==> config.mk <==
export PLATFORM = sky130hd
export DESIGN_NAME = hsk_slave
export DESIGN_NICKNAME = d
export VERILOG_FILES = /design/src/shared/hsk_pkg.sv /design/src/hsk_slave.sv
export SDC_FILE = /design/constraint.sdc
export NUM_CORES = 1
export LEC_CHECK = 0
export ABC_AREA = 1
export ABC_CLOCK_PERIOD_IN_PS = 37000
export BUFFER_PORTS_ARGS = -buffer_cell sky130_fd_sc_hd__buf_2
export CAP_MARGIN = 20
export CORE_UTILIZATION = 40
export DETAILED_ROUTE_END_ITERATION = 8
export PLACE_DENSITY = 0.55
export SLEW_MARGIN = 20
export SYNTH_ARGS = -nofsm -noshare
export SYNTH_HDL_FRONTEND = slang
export SYNTH_SLANG_ARGS = --single-unit
==> constraint.sdc <==
create_clock -name REF_CLK -period 37 [get_ports REF_CLK]
set_input_delay 1.85 -clock REF_CLK [delete_from_list [all_inputs] [get_ports REF_CLK]]
set_output_delay 1.85 -clock REF_CLK [all_outputs]
set_load 0.005 [all_outputs]
==> src/shared/hsk_pkg.sv <==
package hsk_pkg;

	// ----------------------------------------------------------------
	// Widths and memory size
	// ----------------------------------------------------------------
	localparam int ADDR_W = 12;
	localparam int DATA_W = 32;
	localparam int ID_W = 4;
	localparam int LEN_W = 8;
	localparam int RESP_W = 2;
	localparam int MEM_AW = 4;
	localparam int MEM_DEPTH = 16;
	localparam int WORD_LSB = 2;

	// ----------------------------------------------------------------
	// Response codes
	// ----------------------------------------------------------------
	localparam logic [RESP_W-1:0] RESP_OKAY = 2'h0;

	// ----------------------------------------------------------------
	// State encodings
	// ----------------------------------------------------------------
	typedef enum logic [2:0]
	{
		WR_IDLE = 3'h1,
		WR_DATA = 3'h2,
		WR_RESP = 3'h4
	} hsk_wr_state_type;

	typedef enum logic [1:0]
	{
		RD_IDLE = 2'h1,
		RD_DATA = 2'h2
	} hsk_rd_state_type;

	// ----------------------------------------------------------------
	// Carriers
	// ----------------------------------------------------------------
	typedef struct packed
	{
		logic [ID_W-1:0] id;
		logic [RESP_W-1:0] resp;
	} hsk_bresp_type;

	typedef struct packed
	{
		logic [ID_W-1:0] id;
		logic [DATA_W-1:0] data;
		logic [RESP_W-1:0] resp;
		logic last;
	} hsk_rbeat_type;

	typedef struct packed
	{
		hsk_wr_state_type wr_state;
		logic aw_ready;
		logic w_ready;
		logic b_valid;
		hsk_bresp_type b;
		logic [MEM_AW-1:0] w_idx;
		logic [ID_W-1:0] w_id;
		hsk_rd_state_type rd_state;
		logic ar_ready;
		logic r_valid;
		hsk_rbeat_type r;
		logic [MEM_AW-1:0] r_idx;
		logic [LEN_W-1:0] r_beat;
		logic [LEN_W-1:0] r_len;
		logic [MEM_DEPTH-1:0][DATA_W-1:0] mem;
	} hsk_state_type;

	// Both address readies idle high; every valid idles low.
	localparam hsk_state_type ST_RESET = '{
		wr_state: WR_IDLE,
		aw_ready: 1'b1,
		rd_state: RD_IDLE,
		ar_ready: 1'b1,
		default: '0
	};

	// ----------------------------------------------------------------
	// Helpers
	// ----------------------------------------------------------------
	// Word index of a byte address inside the local memory.
	function automatic logic [MEM_AW-1:0] hsk_word_index(input logic [ADDR_W-1:0] a);
		return a[WORD_LSB +: MEM_AW];
	endfunction

endpackage

==> src/hsk_slave.sv <==
`timescale 1ns/1ps
module hsk_slave
	import hsk_pkg::*;
(
	input wire logic REF_CLK,
	input wire logic RST,
	input wire logic AWVALID,
	input wire logic [ID_W-1:0] AWID,
	input wire logic [ADDR_W-1:0] AWADDR,
	input wire logic [LEN_W-1:0] AWLEN,
	output logic AWREADY,
	input wire logic WVALID,
	input wire logic [DATA_W-1:0] WDATA,
	input wire logic WLAST,
	output logic WREADY,
	output logic BVALID,
	output logic [ID_W-1:0] BID,
	output logic [RESP_W-1:0] BRESP,
	input wire logic BREADY,
	input wire logic ARVALID,
	input wire logic [ID_W-1:0] ARID,
	input wire logic [ADDR_W-1:0] ARADDR,
	input wire logic [LEN_W-1:0] ARLEN,
	output logic ARREADY,
	output logic RVALID,
	output logic [ID_W-1:0] RID,
	output logic [DATA_W-1:0] RDATA,
	output logic [RESP_W-1:0] RRESP,
	output logic RLAST,
	input wire logic RREADY
);

	// ----------------------------------------------------------------
	// State
	// ----------------------------------------------------------------
	hsk_state_type st_q;
	hsk_state_type st_d;

	logic aw_fire;
	logic w_fire;
	logic b_fire;
	logic ar_fire;
	logic r_fire;

	// Handshakes complete only when both sides are high at the edge.
	assign aw_fire = AWVALID && st_q.aw_ready;
	assign w_fire = WVALID && st_q.w_ready;
	assign b_fire = st_q.b_valid && BREADY;
	assign ar_fire = ARVALID && st_q.ar_ready;
	assign r_fire = st_q.r_valid && RREADY;

	// ----------------------------------------------------------------
	// Next state
	// ----------------------------------------------------------------
	// Write path: address, then data beats, then one response.
	// Read path: address, then a burst of beats ending with the last flag.
	always_comb
	begin
		st_d = st_q;
		case (st_q.wr_state)
			WR_IDLE:
			begin
				// Write data offered early simply waits; the address side is open.
				if (aw_fire)
				begin
					st_d.w_idx = hsk_word_index(AWADDR);
					st_d.w_id = AWID;
					st_d.aw_ready = 1'b0;
					st_d.w_ready = 1'b1;
					st_d.wr_state = WR_DATA;
				end
			end
			WR_DATA:
			begin
				if (w_fire)
				begin
					st_d.mem[st_q.w_idx] = WDATA;
					st_d.w_idx = MEM_AW'(st_q.w_idx + 1'b1);
					if (WLAST)
					begin
						st_d.w_ready = 1'b0;
						st_d.b_valid = 1'b1;
						st_d.b.id = st_q.w_id;
						st_d.b.resp = RESP_OKAY;
						st_d.wr_state = WR_RESP;
					end
				end
			end
			WR_RESP:
			begin
				// The response stays up, unchanged, until the master takes it.
				if (b_fire)
				begin
					st_d.b_valid = 1'b0;
					st_d.aw_ready = 1'b1;
					st_d.wr_state = WR_IDLE;
				end
			end
			default:
			begin
				st_d.wr_state = WR_IDLE;
				st_d.aw_ready = 1'b1;
				st_d.w_ready = 1'b0;
				st_d.b_valid = 1'b0;
			end
		endcase
		case (st_q.rd_state)
			RD_IDLE:
			begin
				// Read data is offered only after an address was accepted.
				if (ar_fire)
				begin
					st_d.ar_ready = 1'b0;
					st_d.r_valid = 1'b1;
					st_d.r_idx = MEM_AW'(hsk_word_index(ARADDR) + 1'b1);
					st_d.r_beat = '0;
					st_d.r_len = ARLEN;
					st_d.r.id = ARID;
					st_d.r.data = st_q.mem[hsk_word_index(ARADDR)];
					st_d.r.resp = RESP_OKAY;
					st_d.r.last = (ARLEN == '0);
					st_d.rd_state = RD_DATA;
				end
			end
			RD_DATA:
			begin
				// A beat stays on the pins until the master takes it.
				if (r_fire)
				begin
					if (st_q.r.last)
					begin
						st_d.r_valid = 1'b0;
						st_d.r.last = 1'b0;
						st_d.ar_ready = 1'b1;
						st_d.rd_state = RD_IDLE;
					end
					else
					begin
						st_d.r_beat = LEN_W'(st_q.r_beat + 1'b1);
						st_d.r_idx = MEM_AW'(st_q.r_idx + 1'b1);
						st_d.r.data = st_q.mem[st_q.r_idx];
						st_d.r.last = (LEN_W'(st_q.r_beat + 1'b1) == st_q.r_len);
					end
				end
			end
			default:
			begin
				st_d.rd_state = RD_IDLE;
				st_d.ar_ready = 1'b1;
				st_d.r_valid = 1'b0;
			end
		endcase
	end

	// ----------------------------------------------------------------
	// Registers
	// ----------------------------------------------------------------
	// All state changes on the rising edge; reset clears both valids.
	always_ff @(posedge REF_CLK or posedge RST)
	begin
		if (RST)
		begin
			st_q <= ST_RESET;
		end
		else
		begin
			st_q <= st_d;
		end
	end

	// Every output is a flip-flop, so no input path reaches the pins.
	assign AWREADY = st_q.aw_ready;
	assign WREADY = st_q.w_ready;
	assign BVALID = st_q.b_valid;
	assign BID = st_q.b.id;
	assign BRESP = st_q.b.resp;
	assign ARREADY = st_q.ar_ready;
	assign RVALID = st_q.r_valid;
	assign RID = st_q.r.id;
	assign RDATA = st_q.r.data;
	assign RRESP = st_q.r.resp;
	assign RLAST = st_q.r.last;

	// ----------------------------------------------------------------
	// Checks
	// ----------------------------------------------------------------
	// Helper copies of beat count, read length and write id, taken from the pins.
	logic [LEN_W-1:0] chk_beats_q;
	logic [LEN_W-1:0] chk_len_q;
	logic [ID_W-1:0] chk_wid_q;

	always_ff @(posedge REF_CLK or posedge RST)
	begin
		if (RST)
		begin
			chk_beats_q <= '0;
			chk_len_q <= '0;
			chk_wid_q <= '0;
		end
		else
		begin
			if (ARVALID && ARREADY)
			begin
				chk_beats_q <= '0;
				chk_len_q <= ARLEN;
			end
			else if (RVALID && RREADY)
			begin
				chk_beats_q <= LEN_W'(chk_beats_q + 1'b1);
			end
			if (AWVALID && AWREADY)
			begin
				chk_wid_q <= AWID;
			end
		end
	end
endmodule

Word level (Yosys, flattened, before mapping)
Cells that the tools add are included.
- register bits: 591
- latch bits: 0
- RAM bits: 0
- memory bits (read-only): 0
- input port bits: 88
- output and inout port bits: 50
- memories: 0
- add/subtract/negate cells: 4
- $mul: 0
- div/mod/pow operators: 0
- magnitude comparators: 4
- eq/ne operators: 14
- shift operators: 0
- muxes and demuxes: 31
- bitwise operators: 3
- reduce and logical (&&, ||, !) cells: 21
- operators with widths (operator ; count):
    $bwmux W512 ; 1
    $bmux W32 S4 ; 2
    $mux W32 ; 5
    $demux W32 S4 ; 1
    $pmux W32 S2 ; 1
    $mux W63 ; 1
    $pmux W13 S2 ; 1
    $mux W12 ; 2
    $mux W8 ; 2
    $ne A2 B2 Y1 const B ; 8
    $pmux W4 S2 ; 2
    $reduce_and A4 Y1 ; 4
    $lt A4 B5 Y1 const B ; 3
    $reduce_and A3 Y1 ; 5
    $mux W13 ; 1
    $add A4 B1 Y4 const B ; 3
    $mux W4 ; 3
    $pmux W1 S3 ; 3
    $pmux W3 S3 ; 1
    $add A8 B1 Y8 const B ; 1
    $eq A8 B8 Y1 ; 1
    $logic_not A8 Y1 ; 1
    $logic_and A1 B1 Y1 ; 6
    $mux W3 ; 2
    other kinds (11) ; 17

Depth between registers and ports, before layout
- depth in word-level cells: 5
- depth in mapped cells: 13
- depth with buffers taken out: 11

Worst setup path before layout
OpenSTA, ideal clock, no wires.
- path type: input to register
- start point: input port ARADDR[2]
- end point: register st_q, in the netlist RDATA[31]
- setup time: 116 ps
- arrival: 2944 ps
- data required time: 36884 ps
- slack: 33940 ps
- stages on the path: 12
- path buffers: 4
- cells stage by stage: buf_4 > buf_6 > buf_6 > buf_2 > o211ai_1 > nand3_1 > nand3_1 > nand2_1 > nand2_1 > nand2_1 > nand2_1 > nand2_1
- cells in the longest elaborated chain, start to end: 4
- ends and longest elaborated chain (what ; RTL line ; text):
    from (decl) ; hsk_slave.sv:22 ; input wire logic [ADDR_W-1:0] ARADDR,
    $bmux W32 S4 ; hsk_slave.sv:119 ; st_d.r.data = st_q.mem[hsk_word_index(ARADDR)];
    $mux W32 (implied by the code) ; hsk_slave.sv:119 ;
    $mux W63 ; hsk_slave.sv:111 ; if (ar_fire)
    $pmux W32 S2 ; hsk_slave.sv:107 ; case (st_q.rd_state)
    to (signal assigned) ; hsk_slave.sv:167 ; st_q <= st_d;
    to (decl) ; hsk_slave.sv:36 ; hsk_state_type st_q;
No other way between the ends. The select of a mux whose other input is x is not followed.
A chain may end at the register's enable or synchronous reset.

Final worst setup path
- start point: input port ARADDR[2]
- end point: register st_q, in the netlist RDATA[22]
The elaborated chain is that of the path after synthesis.

==> flow_summary_export.csv <==
group,metric,value,unit
status,outcome,"completed",
synthesis,syn_area,32180,µm²
pwr,power,2.189,mW
floorplanning,core_area,79260,µm²
setup_path,slowest_delay,890,ps
global_route,grtUsageTotal,0.2594,
floorplanning,die_h,285.6,µm
floorplanning,ios,138,
setup_path,timing.rr.end,"RDATA[23]$_DFFE_PP0P_",
drt,drt_iter0_markers,2922,
setup_path,crit_family,"buffers and inverters",
global_route,grtUsageMet2,0.3964,
drt,dr_total_vias,28640,
placement,hpwl,54260,µm
global_route,grt_use_met1,0.3824,
setup_path,crit_top_cell,"nand2_1",
clock_tree,cts_num_sinks,589,
setup_path,crit_path_start_kind,"input pin",
setup_path,critPathLaunch,"ARADDR[2]",
clock_tree,root_buffer,"clkbuf_16",
global_route,overflow,0,
setup_path,crit_chain,"buf_8, buf_4, buf_4, o21ai_0, o211ai_1, nand3_1, nand2_1, nand2_1, nand2_1, nand2_1, nand2_1",
synthesis,synthArstFlopShare,1.000,
setup_path,critPathCaptureType,"flip-flop",
sta,tightestPinTransition,1123,ps
synthesis,avgSynthCellArea,7.542,µm²
layout,num-nets-final,4188,
clock_tree,clk_latency,630,ps
synthesis,synth_warnings,0,
floorplanning,die-area,81590,µm²
setup_path,worst_r2r_path_depth,10,
synthesis,synth_fa_ha_area_frac,0.002722,
setup_path,criticalPathCategory,"in2reg",
hold_path,hp-class,"reg2reg",
clock_tree,cts_buffers,71,
synthesis,synth_top_family_by_area,"compound AO/OA/AOI/OAI gates",
synthesis,yosys_most_used_dff,"dfrtp_1",
pwr,leakage,15.46,nW
pwr,power_density,62.65,nW/µm²
drt,drc,0,
global_route,antenna_found_initial,2,
setup_path,path_buf_inv,3,
layout,drive_gt1_frac,0.07473,
sta,setup_tns,0,ps
setup_path,path_depth,11,
clock_tree,post_cts_resized,0,
layout,seq_area,14760,µm²
clock_tree,cts_tree,"done",
pwr,vdd_drop_max,0.00004878,V
sta,timing.hold.ws,464.5,ps
sta,hold_viol_final,0,
synthesis,synthTopCellsByArea,"dfrtp_1 (46%), nand2_1 (13%), o21ai_0 (11%), o211ai_1 (6.4%), nand3_1 (5.9%)",
sta,timing.fmax,214.1,MHz
sta,rsz0062_at_grt,"no",
setup_path,ff2ff_setup_slack,33290,ps
global_route,grt_pass1_vias,26740,
layout,fillCellCount,8097,
synthesis,yosys_register_bits,589,
synthesis,yosysMostFrequentCell,"nand2_1",
drt,wire_per_inst,20.34,µm
global_route,grt-busiest-layer,"met2",
placement,portBuffers,109,
sta,final_max_slew_viol_count,0,
drt,antenna_left,0,
synthesis,synth_cell_types,43,
setup_path,required,37550,ps
sta,fin_crit_sh,0.1262,
synthesis,synth_compound_area_frac,0.2241,
sta,max_slew_margin,0.2513,
synthesis,synth_edf_count,0,
global_route,met3_usage,0.03549,
floorplanning,std_cell_rows,103,
synthesis,syn_inst,4267,
drt,viasPerCell,5.508,
drt,drt_wl_total,105800,µm
clock_tree,clkTransAtPathRegs,50,ps
floorplanning,dieWidth,285.6,µm
clock_tree,cts_buffer_depth,3,
setup_path,r2r-start,"st_q[529]$_DFFE_PP0P_",
synthesis,yosys.area.top_type,"dfrtp_1",
layout,syn2layout_area_growth,8.557,%
layout,multi_input_area,14290,µm²
setup_path,worstPathArrival,5220,ps
synthesis,synth_top_area_share,0.4557,
floorplanning,initial_utilization,0.4060,
setup_path,slowest_stage,"buf_4",
sta,period_needed,4671,ps
setup_path,path_max_fanout,100,
clock_tree,postCtsHoldBufs,0,
clock_tree,post-cts-setup-buffer-count,0,
synthesis,yosys.area_share.simple,0.2135,
run,cap_viol_max_count,0,
synthesis,yosys-mux-area-fraction,0,
synthesis,seq_area_frac_synth,0.4581,
global_route,grt_max_degree,127,
placement,post-place-ws,31790,ps
drt,drtPass1Iterations,6,
sta,finalSetupViolCount,0,
global_route,grt_pass1_wl,163000,µm
synthesis,synth.top_cells.by_count,"nand2_1 (1124), o21ai_0 (677), dfrtp_1 (586)",
clock_tree,h-tree-depth,3,
layout,utilization,0.4408,
placement,gp_routability_congestion,0.7889,
sta,fin_skew,27.97,ps
sta,postLayoutSetupSlackWorst,32330,ps
synthesis,synth-xor-area-share,0.001633,
setup_path,cp-endpoint,"RDATA[22]$_DFFE_PP0P_",
-- report_power, final --
group / internal (mW) / switching, mW
sequential: 0.708 / 0.0681
combinational: 0.215 / 0.476
clock: 0.431 / 0.291
-- flip-flops by register name, summed over array words and instances, names as in the netlist --
register  cells
st_q        545
RDATA        32
BID           4
RID           4
AWREADY       1
BVALID        1
RLAST         1
WREADY        1
-- worst min path at each step --
stage | start | end | slack (ps) | depth (start not counted)
CTS | RID[2]$_DFFE_PP0P_ | RID[2]$_DFFE_PP0P_ | 470 | 2
floorplan | RID[0]$_DFFE_PP0P_ | RID[0]$_DFFE_PP0P_ | 440 | 2
detailed placement | RID[2]$_DFFE_PP0P_ | RID[2]$_DFFE_PP0P_ | 460 | 2
global route | RID[1]$_DFFE_PP0P_ | RID[1]$_DFFE_PP0P_ | 490 | 2
global placement | RID[0]$_DFFE_PP0P_ | RID[0]$_DFFE_PP0P_ | 460 | 2
finish | RID[2]$_DFFE_PP0P_ | RID[2]$_DFFE_PP0P_ | 460 | 2
-- per-stage QoR --
step / cell area (µm²) / instances
final: 34940 / 5199
after global routing: 34930 / 5198
after CTS: 34890 / 5196
after detailed placement: 32480 / 5068
after global placement: 32480 / 5068
after floorplan: 32190 / 4270
-- per-layer routing --
metal / share of wire / vias up / routed length [µm]
met4: 0.026 / 2 / 2759
met2: 0.44 / 928 / 46020
met3: 0.062 / 173 / 6571
li1: - / 13920 / -
met5: 0.000085 / - / 9
met1: 0.48 / 13620 / 50400
-- placed cells by master (no fill, tap or decap), drive strengths merged, types with 2 or more instances in the layout --
cell type / Yosys / layout
nand2: 1126 / 1126
o21ai: 789 / 789
dfrtp: 586 / 586
nand3: 393 / 393
inv: 324 / 328
o211ai: 274 / 274
a21oi: 220 / 220
buf: 253 / 154
clkbuf: 151 / 111
nor2: 102 / 102
clkinv: 4 / 12
o22ai: 7 / 7
ha: 7 / 7
nor3: 5 / 5
conb: 1 / 4
bufinv: 0 / 4
nand4: 4 / 4
dfstp: 3 / 3
xor2: 3 / 3
a31oi: 3 / 3
xnor2: 3 / 3
nor4: 2 / 2
-- cells by family after synthesis --
family,count (synthesis)
other cells,1
fa+ha+maj,7
flops,589
simple gates,1635
xor+xnor,6
compound gates,1297
buf+inv,732
-- final cells by class --
| cell class | count | share of cell area |
|---|---|---|
| Antenna cell | 1 | 0.00007163 |
| Clock buffer | 111 | 0.06182 |
| Clock inverter | 17 | 0.006984 |
| Inverter | 328 | 0.03553 |
| Multi-Input combinational cell | 2949 | 0.4089 |
| Sequential cell | 589 | 0.4224 |
| Tap cell | 1050 | 0.03760 |
| Timing Repair Buffer | 154 | 0.02675 |
-- worst register-to-register path, stage by stage, from the launching register on --
cell	delay, ps
dfrtp_4	810
buf_4	840
buf_4	840
o21ai_0	260
o211ai_1	220
nand3_1	100
nand2_1	80
nand2_1	50
nand2_1	260
nand2_1	100
nand2_1	60
No activity file was read; power rests on OpenSTA's default activity.
